==> config.mk <==
export PLATFORM = sky130hd
export DESIGN_NAME = eiu_top
export DESIGN_NICKNAME = d
export VERILOG_FILES = /design/src/design/eiu_pkg.sv /design/src/design/eiu_pin_detect.sv /design/src/design/eiu_pc_detect.sv /design/src/design/eiu_top.sv
export VERILOG_INCLUDE_DIRS = /design/src /design/src/design
export SDC_FILE = /design/constraint.sdc
export NUM_CORES = 1
export LEC_CHECK = 0
export BUFFER_PORTS_ARGS = -buffer_cell sky130_fd_sc_hd__clkbuf_2
export CAP_MARGIN = 10
export CELL_PAD_IN_SITES_DETAIL_PLACEMENT = 1
export CELL_PAD_IN_SITES_GLOBAL_PLACEMENT = 1
export CORE_ASPECT_RATIO = 1.2
export CORE_UTILIZATION = 37
export DETAILED_ROUTE_END_ITERATION = 8
export GPL_TIMING_DRIVEN = 0
export PLACE_DENSITY = 0.89
export SLEW_MARGIN = 20
export SYNTH_ARGS = -nofsm -noshare
export SYNTH_HDL_FRONTEND = slang
export SYNTH_SLANG_ARGS = --single-unit
export TNS_END_PERCENT = 50
==> constraint.sdc <==
create_clock -name clk_i -period 1.9 [get_ports clk_i]
set_input_delay 0 -clock clk_i [delete_from_list [all_inputs] [get_ports clk_i]]
set_output_delay 0 -clock clk_i [all_outputs]
set_load 0.005 [all_outputs]
==> src/design/eiu_params.svh <==
// Constants of the external interrupt unit: offsets, field positions, resets, vectors
`ifndef EIU_PARAMS_SVH
`define EIU_PARAMS_SVH
`define EIU_OFS_MCU_CTRL   8'h00
`define EIU_OFS_INT_MASK   8'h04
`define EIU_OFS_INT_FLAGS  8'h08
`define EIU_OFS_PC_MASK    8'h0C
`define EIU_OFS_CORE_CTRL  8'h10
`define EIU_OFS_STATUS     8'h14
`define EIU_OFS_IRQ_STAT   8'h18
`define EIU_OFS_IRQ_MASK   8'h1C
`define EIU_RST_MCU_CTRL   8'h00
`define EIU_RST_INT_MASK   8'h00
`define EIU_RST_PC_MASK    6'h3F
`define EIU_BIT_EXT        6
`define EIU_BIT_PC         5
`define EIU_MCU_WMASK      8'h7B
`define EIU_VEC_RESET      4'h0
`define EIU_VEC_EXT        4'h1
`define EIU_VEC_PC         4'h2
`define EIU_VEC_LAST       4'hE
`endif

==> src/design/eiu_pkg.sv <==
// Types of the external interrupt unit
package eiu_pkg;
    typedef enum logic [1:0]
    {
        EIU_SENSE_LOW    = 2'h0,
        EIU_SENSE_CHANGE = 2'h1,
        EIU_SENSE_FALL   = 2'h2,
        EIU_SENSE_RISE   = 2'h3
    } eiu_sense_t;
    typedef enum logic [1:0]
    {
        EIU_BUS_IDLE = 2'b01,
        EIU_BUS_DATA = 2'b10
    } eiu_bus_st_t;
endpackage : eiu_pkg

==> src/design/eiu_pin_detect.sv <==
// Sense detector for the external interrupt pin
`timescale 1ns/1ps
`default_nettype none
`include "eiu_params.svh"
module eiu_pin_detect
    import eiu_pkg::*;
(
    input  wire logic       clk_i,     // System clock
    input  wire logic       arst_n_i,  // Async reset, active low
    input  wire logic       pin_i,     // External pin level
    input  wire logic [1:0] sense_i,   // Sense control
    output logic            level_o,   // Pin low, combinational
    output logic            edge_o     // Selected edge seen, pulse
);
    typedef struct packed
    {
        logic smp;
        logic prev;
        logic evt;
    } eiu_det_state_t;
    eiu_det_state_t st_reg;
    eiu_det_state_t st_next;
    always_comb
    begin
        st_next      = st_reg;
        st_next.smp  = pin_i;
        st_next.prev = st_reg.smp;
        unique case (eiu_sense_t'(sense_i))
            EIU_SENSE_CHANGE: st_next.evt = st_reg.smp ^ st_reg.prev;
            EIU_SENSE_FALL:   st_next.evt = st_reg.prev & ~st_reg.smp;
            EIU_SENSE_RISE:   st_next.evt = ~st_reg.prev & st_reg.smp;
            EIU_SENSE_LOW:    st_next.evt = 1'b0;
        endcase
    end
    always_ff @(posedge clk_i or negedge arst_n_i)
    begin
        if (!arst_n_i)
            st_reg <= '{smp: 1'b1, prev: 1'b1, evt: 1'b0};
        else
            st_reg <= st_next;
    end
    assign level_o = ~pin_i;
    assign edge_o  = st_reg.evt;
endmodule : eiu_pin_detect
`default_nettype wire

==> src/design/eiu_pc_detect.sv <==
// Pin change detector for the masked pin change inputs
`timescale 1ns/1ps
`default_nettype none
module eiu_pc_detect
    import eiu_pkg::*;
#(
    parameter int N = 6
)
(
    input  wire logic         clk_i,     // System clock
    input  wire logic         arst_n_i,  // Async reset, active low
    input  wire logic [N-1:0] pins_i,    // Pin change inputs
    input  wire logic [N-1:0] mask_i,    // Per pin enables
    output logic              change_o   // Enabled pin toggled
);
    typedef struct packed
    {
        logic [N-1:0] prev;
        logic         init;
    } eiu_pc_state_t;
    eiu_pc_state_t st_reg;
    eiu_pc_state_t st_next;
    if (N < 1 || N > 8)
    begin : g_width_check
        $error("N out of range");
    end
    always_comb
    begin
        st_next      = st_reg;
        st_next.prev = pins_i;
        st_next.init = 1'b1;
    end
    always_ff @(posedge clk_i or negedge arst_n_i)
    begin
        if (!arst_n_i)
            st_reg <= '0;
        else
            st_reg <= st_next;
    end
    // Compare raw pins against last value, no sampling stage in front
    assign change_o = st_reg.init & (|((pins_i ^ st_reg.prev) & mask_i));
endmodule : eiu_pc_detect
`default_nettype wire

==> src/design/eiu_top.sv <==
// External interrupt unit with AHB-Lite registers and vector request logic
//
// Overview of operation
// - After any reset the fetch address output is vector 0x0000.
// - Vectors: 0x0001 external pin, 0x0002 pin change, others up to 0x000E.
// - Interrupts trigger from pin levels even when pins are driven as outputs.
// - Any unmasked pin change input toggling raises the pin change request.
// - Pin changes are seen directly from pin levels without sampling stages.
// - Sense bits: 00 low, 01 any change, 10 falling, 11 rising.
// - Level mode keeps requesting while the pin stays low and enabled.
// - Edge modes need the clock; low level is detected combinationally.
// - Edge modes sample the pin first; pulses over one clock always detected.
// - A low level gone before start-up ends makes no vector request, but still sets irq_stat bit 1.
// - External interrupt enabled by mask bit 6 and global flag.
// - Pin change interrupt enabled by mask bit 5 and global flag.
// - Flag bit 6 set by edge, cleared by vector or writing one.
// - In level mode the external flag is held cleared.
// - Flag bit 5 set by pin change, cleared by vector or writing one.
// - Pin change mask bits 5..0 reset to one; bits 7, 6 read zero.
// - Mask and flag register bits 7, 4..0 read zero, ignore writes.
//
// The register addresses and the AHB-Lite interface to the registers are this design's own decisions.
`timescale 1ns/1ps
`default_nettype none
`include "eiu_params.svh"
module eiu_top
    import eiu_pkg::*;
#(
    parameter int PC_PINS = 6
)
(
    input  wire logic        clk_i,          // System clock, 40 MHz
    input  wire logic        arst_n_i,       // Async reset, active low
    input  wire logic        hsel_i,         // AHB select
    input  wire logic [7:0]  haddr_i,        // AHB address
    input  wire logic [1:0]  htrans_i,       // AHB transfer type
    input  wire logic        hwrite_i,       // AHB write
    input  wire logic [2:0]  hsize_i,        // AHB size
    input  wire logic        hready_i,       // AHB bus ready
    input  wire logic [31:0] hwdata_i,       // AHB write data
    output logic [31:0]      hrdata_o,       // AHB read data
    output logic             hreadyout_o,    // AHB ready out
    output logic             hresp_o,        // AHB response, OKAY
    input  wire logic        ext_irq_pin_i,  // External interrupt pin
    input  wire logic [5:0]  pin_change_inputs_i, // Pin change pins
    input  wire logic        core_status_i,  // Core global interrupt flag
    input  wire logic        startup_done_i, // Wake start-up time over
    input  wire logic        vec_ack_i,      // Core takes the vector, pulse
    output logic             irq_req_o,      // Request to core
    output logic [3:0]       irq_vec_o,      // Vector of request
    output logic             wake_o,         // Clockless wake request
    output logic             irq_o           // Bus interrupt line
);
    typedef struct packed
    {
        eiu_bus_st_t bst;
        logic [7:0]  addr;
        logic        wr;
        logic [7:0]  mcu_control;
        logic [7:0]  interrupt_mask;
        logic [1:0]  flags;
        logic [5:0]  pin_change_mask;
        logic        gie_sw;
        logic [1:0]  irq_stat;
        logic [1:0]  irq_mask;
        logic [31:0] rdata;
        logic        req;
        logic [3:0]  vec;
    } eiu_state_t;
    eiu_state_t st_reg;
    eiu_state_t st_next;
    logic       lvl_low;
    logic       ext_edge;
    logic       pc_change;
    logic       ext_en;
    logic       pc_en;
    logic       lvl_mode;
    logic       ext_active;
    logic       pc_active;
    logic       wr_flags;
    logic       ack_ext;
    logic       ack_pc;
    logic [7:0] wb;
    // The pin change detector and the mask register are built for six pins
    if (PC_PINS != 6)
    begin : g_pins_check
        $error("PC_PINS must be 6");
    end
    function automatic logic [31:0] rd_word(input eiu_state_t s, input logic [7:0] a);
        logic [31:0] r;
        r = 32'h0000_0000;
        unique case (a)
            `EIU_OFS_MCU_CTRL:  r[7:0] = s.mcu_control;
            `EIU_OFS_INT_MASK:  r[7:0] = s.interrupt_mask;
            `EIU_OFS_INT_FLAGS: r[7:0] = {1'b0, s.flags, 5'h00};
            `EIU_OFS_PC_MASK:   r[7:0] = {2'b00, s.pin_change_mask};
            `EIU_OFS_CORE_CTRL: r[0]   = s.gie_sw;
            `EIU_OFS_STATUS:    r[3:0] = {s.req, lvl_mode, ~ext_irq_pin_i, core_status_i};
            `EIU_OFS_IRQ_STAT:  r[1:0] = s.irq_stat;
            `EIU_OFS_IRQ_MASK:  r[1:0] = s.irq_mask;
            default:            r      = 32'h0000_0000;
        endcase
        return r;
    endfunction : rd_word
    eiu_pin_detect u_pin
    (
        .clk_i    (clk_i),
        .arst_n_i (arst_n_i),
        .pin_i    (ext_irq_pin_i),
        .sense_i  (st_reg.mcu_control[1:0]),
        .level_o  (lvl_low),
        .edge_o   (ext_edge)
    );
    eiu_pc_detect #(.N(PC_PINS)) u_pc
    (
        .clk_i    (clk_i),
        .arst_n_i (arst_n_i),
        .pins_i   (pin_change_inputs_i),
        .mask_i   (st_reg.pin_change_mask),
        .change_o (pc_change)
    );
    assign lvl_mode   = (st_reg.mcu_control[1:0] == 2'b00);
    assign ext_en     = st_reg.interrupt_mask[`EIU_BIT_EXT] & core_status_i;
    assign pc_en      = st_reg.interrupt_mask[`EIU_BIT_PC] & core_status_i;
    // Level source only counts once start-up is over and the pin is still low
    assign ext_active = lvl_mode ? (lvl_low & startup_done_i)
                                 : st_reg.flags[1];
    assign pc_active  = st_reg.flags[0];
    assign wake_o     = (st_reg.interrupt_mask[`EIU_BIT_EXT] & lvl_mode & lvl_low)
                      | (st_reg.interrupt_mask[`EIU_BIT_PC] & pc_change);
    assign wr_flags   = (st_reg.bst == EIU_BUS_DATA) & st_reg.wr
                      & (st_reg.addr == `EIU_OFS_INT_FLAGS);
    assign ack_ext    = vec_ack_i & st_reg.req & (st_reg.vec == `EIU_VEC_EXT);
    assign ack_pc     = vec_ack_i & st_reg.req & (st_reg.vec == `EIU_VEC_PC);
    assign wb         = hwdata_i[7:0];
    always_comb
    begin
        st_next = st_reg;
        // Bus address phase, zero wait states
        if (hsel_i && hready_i && htrans_i[1])
        begin
            st_next.bst   = EIU_BUS_DATA;
            st_next.addr  = {haddr_i[7:2], 2'b00};
            st_next.wr    = hwrite_i;
            st_next.rdata = hwrite_i ? st_reg.rdata : rd_word(st_reg, {haddr_i[7:2], 2'b00});
        end
        else
        begin
            st_next.bst = EIU_BUS_IDLE;
        end
        if (st_reg.bst == EIU_BUS_DATA && st_reg.wr)
        begin
            unique case (st_reg.addr)
                `EIU_OFS_MCU_CTRL:  st_next.mcu_control = wb & `EIU_MCU_WMASK;
                `EIU_OFS_INT_MASK:  st_next.interrupt_mask = {1'b0, wb[6:5], 5'h00};
                `EIU_OFS_PC_MASK:   st_next.pin_change_mask = wb[5:0];
                `EIU_OFS_CORE_CTRL: st_next.gie_sw = wb[0];
                `EIU_OFS_IRQ_STAT:  st_next.irq_stat = st_reg.irq_stat & ~wb[1:0];
                `EIU_OFS_IRQ_MASK:  st_next.irq_mask = wb[1:0];
                default:            st_next.gie_sw = st_reg.gie_sw;
            endcase
        end
        // Flags: clear by write-one or vector, set wins over clear
        if ((wr_flags && wb[`EIU_BIT_EXT]) || ack_ext)
            st_next.flags[1] = 1'b0;
        if (ext_edge)
            st_next.flags[1] = 1'b1;
        if (lvl_mode)
            st_next.flags[1] = 1'b0;
        if ((wr_flags && wb[`EIU_BIT_PC]) || ack_pc)
            st_next.flags[0] = 1'b0;
        if (pc_change)
            st_next.flags[0] = 1'b1;
        if (ext_edge || (lvl_mode && lvl_low))
            st_next.irq_stat[1] = 1'b1;
        if (pc_change)
            st_next.irq_stat[0] = 1'b1;
        // Priority: lower vector number first
        st_next.req = 1'b0;
        st_next.vec = `EIU_VEC_RESET;
        if (ext_en && ext_active && !ack_ext)
        begin
            st_next.req = 1'b1;
            st_next.vec = `EIU_VEC_EXT;
        end
        else if (pc_en && pc_active && !ack_pc)
        begin
            st_next.req = 1'b1;
            st_next.vec = `EIU_VEC_PC;
        end
    end
    always_ff @(posedge clk_i or negedge arst_n_i)
    begin
        if (!arst_n_i)
        begin
            st_reg                 <= '0;
            st_reg.bst             <= EIU_BUS_IDLE;
            st_reg.mcu_control     <= `EIU_RST_MCU_CTRL;
            st_reg.interrupt_mask  <= `EIU_RST_INT_MASK;
            st_reg.pin_change_mask <= `EIU_RST_PC_MASK;
            st_reg.vec             <= `EIU_VEC_RESET;
        end
        else
        begin
            st_reg <= st_next;
        end
    end
    assign hrdata_o    = st_reg.rdata;
    assign hreadyout_o = 1'b1;
    assign hresp_o     = 1'b0;
    assign irq_req_o   = st_reg.req;
    assign irq_vec_o   = st_reg.vec;
    assign irq_o       = |(st_reg.irq_stat & st_reg.irq_mask);
endmodule : eiu_top
`default_nettype wire

==> impl_metrics.csv, run 1 <==
group,metric,value,unit
floorplanning,die_h,92.4,um
synth,avgSynthCellArea,11.5,um2
synth,yosys.area.top_type,"dfrtp_1",
sta,setup-tns-final,0,ns
synth,synth_compound_area_frac,0.0754,
synth,synth_simple_gate_area_share,0.125,
sta,hold_viol,0,
final_layout,n_antenna_cell,0,
power_and_ir_drop,comb_power_share,0.163,
critical_path,critical_path_class,"flip-flop to flip-flop",
clocking,clock_sinks,50,
synth,async_reset_ff_frac,1.00,
placed_design,dp_hpwl,4.44,mm
placed_design,placedCellCount,372,
power_and_ir_drop,power.leakage,1.52,nW
min_path,min_path_type,"input pin to flip-flop",
synth,synth-edff-count,0,
synth,synth_seq_cells,50,
synth,synth_cells,220,
final_layout,largest_reg_flops,29,
global_routing,grt-ovfl-total,0,
routing,routedWlPerCell,14.5,um
floorplanning,num_rows,32,
clocking,cts_tree,"built",
routing,drtPass1Iterations,4,
sta,max_slew_margin,0.500,
critical_path,crit_arrival,1.99,ns
final_layout,drive_gt1_frac,0.335,
synth,yosysMostFrequentCell,"dfrtp_1",
synth,synthAdderAreaFrac,0.00993,
critical_path,cp.required,2.08,ns
power_and_ir_drop,power_density,688,nW/um2
floorplanning,ios,101,
sta,rsz0062_at_grt,"false",
routing,drc_errors,0,
final_layout,stdcell_count,398,
min_path,worstHoldStart,"haddr_i[7]",
critical_path,start_kind,"flip-flop",
placed_design,place_congestion,0.863,
sta,drv_slew,0,
clocking,cts.path.max_buffers,2,
synth,seq_area_frac_synth,0.501,
sta,finClkSkew,0.00476,ns
sta,fin_crit_sh,0.948,
critical_path,crit_start,"st_reg[75]",
synth,syn_area,2520,um2
global_routing,grt_pass1_wl,9.69,mm
routing,routed-via-count,1896,
floorplanning,core_area,6490,um2
clocking,cts_resized,0,
run_status,status,"complete, no violations",
critical_path,setup.worst_path.end_class,"flip-flop",
clocking,htree_levels,2,
placed_design,io_buffers,39,
synth,synthMuxAreaShare,0.137,
global_routing,grt_max_degree,51,
final_layout,final_nets,374,
power_and_ir_drop,p_clk_frac,0.285,
synth,synthTopCellsByArea,"dfrtp_1 (41%), buf_4 (11%), dfstp_2 (9.4%)",
synth,synth_top_family_by_area,"multiplexers",
power_and_ir_drop,switching_share,0.258,
sta,setup_ws,0.0990,ns
clocking,clockRootBuffer,"clkbuf_8",
placed_design,place_ws,0.100,ns
routing,drt_wl_total,5.77,mm
synth,synthXorXnorAreaFrac,0.0208,
sta,clock.fmax,555,MHz
global_routing,gr-usage-all-layers,0.178,
routing,vias_per_cell,4.76,
floorplanning,die_x,77.4,um
routing,drt-initial-drc-count,74,
sta,holdWs,0.00537,ns
clocking,cts-buffers-inserted,5,
power_and_ir_drop,p_switching,0.570,mW
critical_path,rr_startpoint,"st_reg[75]",
global_routing,first_global_vias,1960,
power_and_ir_drop,seq_power_share,0.552,
floorplanning,die-area,7150,um2
global_routing,antenna_found_initial,0,
synth,yosysWarnings,0,
clocking,path_clk_slew,0.08,ns
power_and_ir_drop,internal-power,1.63,mW
synth,yosys_most_used_dff,"dfrtp_1",
sta,setup_violations,0,
job,maxCapViolCount,0,
final_layout,area_growth,27.0,%
floorplanning,start_util,0.389,
synth,synthDominantCellAreaShare,0.407,
clocking,insertion_delay,0.30,ns
sta,worst-slew-pin-transition,0.743,ns
routing,antenna_left,0,
sta,period_minus_slack,1.80,ns
power_and_ir_drop,ir_worst_vdd,0.000388,V
synth,synth_cell_types,40,
synth,synth_common_cells,"dfrtp_1 (41), buf_4 (38), mux2_1 (17)",
critical_path,crit_fanout,6,
clocking,cts_setup_buffers,0,
-- through the flow --
stage	power [mW]	utilization	cell area, um2
after floorplan	1.43	-	2630
final	2.20	0.494	3200
after global placement	1.54	0.451	2930
after detailed placement	1.57	0.452	2930
after CTS	2.23	0.494	3200
after global routing	2.32	0.494	3200
-- final cells by class --
cell class	count	area [um2]
Buffer	44	308
Timing Repair Buffer	57	378
Multi-Input combinational cell	150	1040
Fill cell	767	3280
Clock inverter	1	5.00
Sequential cell	50	1260
Inverter	4	15.0
Tap cell	85	106
Clock buffer	7	86.3
-- worst max-delay path: stages, from the launching register on --
cell and delay [ns]:
dfstp_2 0.37, nand2b_1 0.18, nor4_4 0.43, nand2_1 0.31, mux2_1 0.39
-- power groups by stage --
| stage | clock, mW | sequential [mW] | combinational [mW] |
|---|---|---|---|
| finish | 0.628 | 1.22 | 0.359 |
| global route | 0.691 | 1.23 | 0.398 |
| CTS | 0.649 | 1.22 | 0.360 |
| detailed placement | 0 | 1.24 | 0.330 |
| global placement | 0 | 1.23 | 0.314 |
| floorplan | 0 | 1.22 | 0.215 |
-- routing by layer --
layer	vias to the layer above	global-route usage	part of all wire
met3	6	0.0335	0.035
li1	897	-	-
met1	946	0.210	0.41
met5	-	0	0
met4	0	0.0550	0.013
met2	47	0.323	0.54
-- layout by cell type (no fill, tap or decap), drive strengths merged, types with 2 or more instances in the layout --
cell type    instances
nand4b               2
dfrtp               41
or4b                 2
nand2               16
xor2                 6
inv                  4
mux2                24
mux4                 2
clkbuf              52
conb                30
a22oi                5
nand4                4
nand2b               4
ha                   2
a22o                 3
nor3                 3
a32o                 2
o21ai                9
buf                 38
dlygate4sd3         18
mux2i                3
nor2b                2
nor2                 6
dfstp                9
nand3                7
nor4                 4
a31oi                5
-- what timing repair did --
| action | 4_1_cts | 5_1_grt |
|---|---|---|
| endpoints found under the setup margin | 0 | 0 |
| hold endpoints to repair | 66 | 0 |
| hold buffers | 18 | 0 |
-- kinds of logic (layout without fill, tap and decap cells) --
| family | after synthesis | count (layout) |
|---|---|---|
| simple gates | 55 | 55 |
| mux | 29 | 29 |
| buf+inv | 48 | 113 |
| fa+ha+maj | 2 | 2 |
| other cells | 2 | 30 |
| flops | 50 | 50 |
| compound gates | 28 | 28 |
| xor+xnor | 6 | 6 |
-- worst paths after layout --
kind | endpoint | slack, ns | cells past startpoint
max reg2reg | st_reg[64] | 0.1 | 4
min in group asynchronous | u_pc.st_reg[5] | 0.29 | 2
min | st_reg[74] | 0.005 | 2
min reg2reg | u_pin.st_reg[1] | 0.38 | 0
max | st_reg[64] | 0.1 | 4
max in group asynchronous | st_reg[49] | 1.15 | 2
No activity file was read; power rests on OpenSTA's default activity.
==> run 2, diff against run 1 <==
--- a/config.mk
+++ b/config.mk
@@ -14,7 +14,7 @@
 export CORE_UTILIZATION = 37
 export DETAILED_ROUTE_END_ITERATION = 8
 export GPL_TIMING_DRIVEN = 0
-export PLACE_DENSITY = 0.89
+export PLACE_DENSITY_LB_ADDON = 0.1
 export SLEW_MARGIN = 20
 export SYNTH_ARGS = -nofsm -noshare
 export SYNTH_HDL_FRONTEND = slang
==> impl_metrics.csv, run 2 (synthesis gave the netlist of run 1 again) <==
group,metric,value,unit
final_layout,seqCellArea,1260,um2
global_routing,antenna_found_initial,0,
global_routing,grt_pass1_wl,9.19,mm
sta,fin_crit_sh,0.906,
clocking,path_clk_slew,0.09,ns
sta,holdWs,0.0103,ns
final_layout,layout_commonest_cell,"dfrtp_1",
critical_path,crit_fanout,6,
power_and_ir_drop,ir_worst_vdd,0.000427,V
clocking,cts_tree,"built",
routing,antenna_left,0,
clocking,cts.path.max_buffers,2,
sta,worst-slew-pin-transition,0.756,ns
critical_path,critical_path_class,"flip-flop to flip-flop",
final_layout,area_growth,28.5,%
final_layout,layout.cells.most_common_list,"dfrtp_1 (41), buf_4 (38), clkbuf_2 (38)",
final_layout,fillCellCount,751,
placed_design,dp_hpwl,4.19,mm
final_layout,multi_input_area,1040,um2
routing,routed-via-count,1860,
placed_design,place_congestion,0.866,
floorplanning,core_area,6490,um2
routing,drtPass1Iterations,4,
critical_path,cp.required,2.09,ns
critical_path,start_kind,"flip-flop",
global_routing,grt_max_degree,51,
critical_path,slowest_stage,"nor4_4",
sta,setup_violations,0,
global_routing,gr-usage-all-layers,0.170,
routing,drc_errors,0,
floorplanning,num_rows,32,
power_and_ir_drop,power,2.35,mW
sta,drv_slew,0,
min_path,min_path_type,"input pin to flip-flop",
floorplanning,die-area,7150,um2
critical_path,path_cells,"nand2b_1, nor4_4, nand2_2, mux2_1",
placed_design,post_dp_cell_area,2930,um2
sta,finClkSkew,0.00625,ns
routing,routedWlPerCell,14.0,um
power_and_ir_drop,power_density,726,nW/um2
sta,hold_viol,0,
clocking,clock_sinks,50,
sta,clock.fmax,581,MHz
final_layout,drive_gt1_frac,0.338,
floorplanning,die_h,92.4,um
clocking,clockRootBuffer,"clkbuf_8",
placed_design,io_buffers,39,
power_and_ir_drop,power.leakage,1.53,nW
job,maxCapViolCount,0,
final_layout,design_area,3240,um2
sta,max_slew_margin,0.492,
final_layout,post-route-util,0.499,
critical_path,max_stage_delay,0.43,ns
floorplanning,ios,101,
sta,period_minus_slack,1.72,ns
critical_path,crit_arrival,1.91,ns
global_routing,first_global_vias,1808,
final_layout,n_antenna_cell,0,
routing,drt-initial-drc-count,83,
clocking,insertion_delay,0.30,ns
run_status,status,"complete, no violations",
critical_path,setup.worst_path.end_class,"flip-flop",
final_layout,final_nets,375,
floorplanning,die_x,77.4,um
sta,rsz0062_at_grt,"false",
global_routing,grt-ovfl-total,0,
floorplanning,start_util,0.389,
clocking,cts-buffers-inserted,5,
final_layout,largest_reg_flops,29,
clocking,htree_levels,2,
routing,vias_per_cell,4.66,
routing,drt_wl_total,5.59,mm
sta,setup-tns-final,0,ns
==> run 2: cell types whose count changed in the layout (fill, tap and decap cells not counted) <==
cell and change:
nand2_2 +1, bufinv_16 +1, nand2_1 -1, clkinv_2 -1
dlygate4sd3_1 +1
==> run 2: area by class of cell <==
cell class / instances / area share
buffer: 44 / 0.0950
clock buffer: 7 / 0.0267
clock inverter: 1 / 0.00927
inverter: 4 / 0.00463
multi-input combinational: 150 / 0.322
sequential: 50 / 0.390
tap: 85 / 0.0328
timing repair buffer: 58 / 0.120
==> run 2: worst max-delay path: cells and delay by family (launching register included) <==
kind             cells  cell delay, ns
flip-flops           1            0.37
multiplexers         1            0.37
AND/OR/NAND/NOR      3            0.87
==> run 2: final timing paths <==
check,start,to,slack [ns],cells after the start
max,st_reg[75],st_reg[62],0.18,4
min,hwdata_i[0],st_reg[58],0.01,2
max reg2reg,st_reg[75],st_reg[62],0.18,4
min reg2reg,u_pin.st_next[1],u_pin.st_reg[1],0.39,0
max in group asynchronous,arst_n_i,st_reg[71],1.15,2
min in group asynchronous,arst_n_i,st_reg[59],0.30,2
==> run 2: timing repair <==
item                                    in CTS  in global routing
endpoints found under the hold margin       66                  0
resized for setup                            0                  1
endpoints found under the setup margin       0                  6
hold buffers                                19                  0
setup buffers                                0                  0
==> run 2: per-stage QoR <==
step | worst slack, ns | instances
final | 0.179 | 399
after detailed placement | 0.0594 | 372
after floorplan | 0.389 | 248
after CTS | 0.0446 | 399
after global placement | 0.0890 | 372
after global routing | 0.00692 | 399
==> run 2: layer usage <==
layer | part of all wire | wire length, um | GRT usage | vias to the layer above
met5 | 0 | 0 | 0 | -
met4 | 0.012 | 66 | 0.0519 | 0
met3 | 0.038 | 215 | 0.0315 | 6
met2 | 0.51 | 2880 | 0.294 | 46
met1 | 0.43 | 2430 | 0.214 | 918
li1 | - | - | - | 890
==> run 2: power by group <==
group / internal (mW) / switching (mW)
registers: 1.15 / 0.0659
logic: 0.194 / 0.163
clock network: 0.430 / 0.352
==> run 3, diff against run 2 <==
--- a/config.mk
+++ b/config.mk
@@ -12,6 +12,7 @@
 export CELL_PAD_IN_SITES_GLOBAL_PLACEMENT = 1
 export CORE_ASPECT_RATIO = 1.2
 export CORE_UTILIZATION = 37
+export CTS_BUF_LIST = sky130_fd_sc_hd__clkbuf_8 sky130_fd_sc_hd__clkbuf_16
 export DETAILED_ROUTE_END_ITERATION = 8
 export GPL_TIMING_DRIVEN = 0
 export PLACE_DENSITY_LB_ADDON = 0.1
==> impl_metrics.csv, run 3 (synthesis gave the netlist of run 1 again) <==
group,metric,value,unit
run_status,status,"complete, no violations",
job,maxCapViolCount,0,
floorplanning,die_h,92.4,um
min_path,min_path_type,"input pin to flip-flop",
final_layout,drive_gt1_frac,0.338,
global_routing,antenna_found_initial,0,
final_layout,area_growth,28.5,%
clocking,insertion_delay,0.30,ns
power_and_ir_drop,power.leakage,1.54,nW
routing,antenna_left,0,
critical_path,setup.worst_path.end_class,"flip-flop",
clocking,cts-buffers-inserted,5,
power_and_ir_drop,power_density,725,nW/um2
global_routing,first_global_vias,1808,
global_routing,grt_max_degree,51,
final_layout,largest_reg_flops,29,
sta,hold_viol,0,
routing,drt-initial-drc-count,87,
final_layout,n_antenna_cell,0,
clocking,cts.path.max_buffers,2,
routing,drc_errors,0,
final_layout,layout.cells.most_common_list,"dfrtp_1 (41), buf_4 (38), clkbuf_2 (38)",
critical_path,crit_fanout,6,
critical_path,start_kind,"flip-flop",
placed_design,place_congestion,0.866,
clocking,htree_levels,2,
routing,routedWlPerCell,14.1,um
critical_path,reg2reg_to,"st_reg[62]",
final_layout,layout_commonest_cell,"dfrtp_1",
sta,finClkSkew,0.00554,ns
placed_design,dp_hpwl,4.19,mm
clocking,clockRootBuffer,"clkbuf_8",
min_path,worstHoldStart,"hwdata_i[0]",
global_routing,gr-usage-all-layers,0.170,
routing,routed-via-count,1864,
global_routing,grt-ovfl-total,0,
clocking,cts_setup_buffers,0,
sta,fin_crit_sh,0.905,
clocking,cts_tree,"built",
critical_path,rr_startpoint,"st_reg[75]",
floorplanning,num_rows,32,
min_path,holdPathStages,2,
final_layout,post-route-util,0.499,
floorplanning,ios,101,
sta,rsz0062_at_grt,"false",
critical_path,reg2reg_depth,4,
routing,drt_wl_total,5.61,mm
critical_path,critical_path_class,"flip-flop to flip-flop",
floorplanning,die_x,77.4,um
sta,drv_slew,0,
critical_path,cp.required,2.09,ns
sta,period_minus_slack,1.72,ns
min_path,hold_path_end,"st_reg[58]",
sta,max_slew_margin,0.492,
power_and_ir_drop,power,2.35,mW
final_layout,final_nets,375,
sta,setup-tns-final,0,ns
sta,clock.fmax,581,MHz
clocking,path_clk_slew,0.09,ns
routing,vias_per_cell,4.67,
global_routing,grt_pass1_wl,9.19,mm
critical_path,crit_arrival,1.91,ns
clocking,clock_sinks,50,
placed_design,io_buffers,39,
floorplanning,core_area,6490,um2
floorplanning,start_util,0.389,
sta,setup_violations,0,
floorplanning,die-area,7150,um2
routing,drtPass1Iterations,4,
power_and_ir_drop,ir_worst_vdd,0.000427,V
sta,worst-slew-pin-transition,0.756,ns
critical_path,ff2ff_setup_slack,0.18,ns
-- run 3: cell types whose count changed in the layout (fill, tap and decap cells not counted) --
cell,before,now
clkbuf_1,7,6
inv_1,4,5
-- run 3: area by class of cell --
type / instances / area [um2]
plain buffers: 44 / 308
clock buffers: 6 / 82.6
clock inverters: 2 / 33.8
fillers: 751 / 3250
inverters: 4 / 15.0
multi-input cells: 150 / 1040
flip-flops and latches: 50 / 1260
well taps: 85 / 106
repair buffers: 58 / 388
-- run 3: report_power, final --
group          leakage, nW  total (mW)  switching, mW  internal, mW
Combinational        0.888       0.357          0.164         0.194
Clock               0.0626       0.776          0.352         0.424
Sequential           0.587        1.21         0.0661          1.15
Total                 1.54        2.35          0.582          1.77
-- run 3: metal layers --
| metal | wire [um] | global-route usage |
|---|---|---|
| met1 | 2440 | 0.214 |
| met2 | 2890 | 0.294 |
| met3 | 209 | 0.0315 |
| met4 | 68 | 0.0519 |
| met5 | 0 | 0 |
-- run 3: critical path: stages, from the launching register on --
cell and delay (ns):
dfstp_2 0.37, nand2b_1 0.18, nor4_4 0.43, nand2_2 0.25
mux2_1 0.37
-- run 3: worst max-delay path by stage --
stage               startpoint         end  cells past startpoint
floorplan           st_reg[75]  st_reg[58]                      4
global placement    st_reg[75]  st_reg[63]                      4
detailed placement  st_reg[75]  st_reg[61]                      4
CTS                 st_reg[75]  st_reg[61]                      4
global route        st_reg[70]  st_reg[43]                      4
finish              st_reg[75]  st_reg[62]                      4
-- run 3: repair_timing --
| item | CTS | global route |
|---|---|---|
| gates resized for setup | 0 | 1 |
| setup endpoints to repair | 0 | 6 |
| hold buffers | 19 | 0 |
| endpoints found under the hold margin | 66 | 0 |
-- run 3: through the flow --
step	cells	worst slack, ns	hold WS (ns)	area (um2)
global placement	372	0.0890	0.136	2930
global route	399	0.00692	0.0135	3240
finish	399	0.180	0.00631	3240
CTS	399	0.0446	0.0101	3240
detailed placement	372	0.0594	0.112	2930
floorplan	248	0.389	-0.296	2630
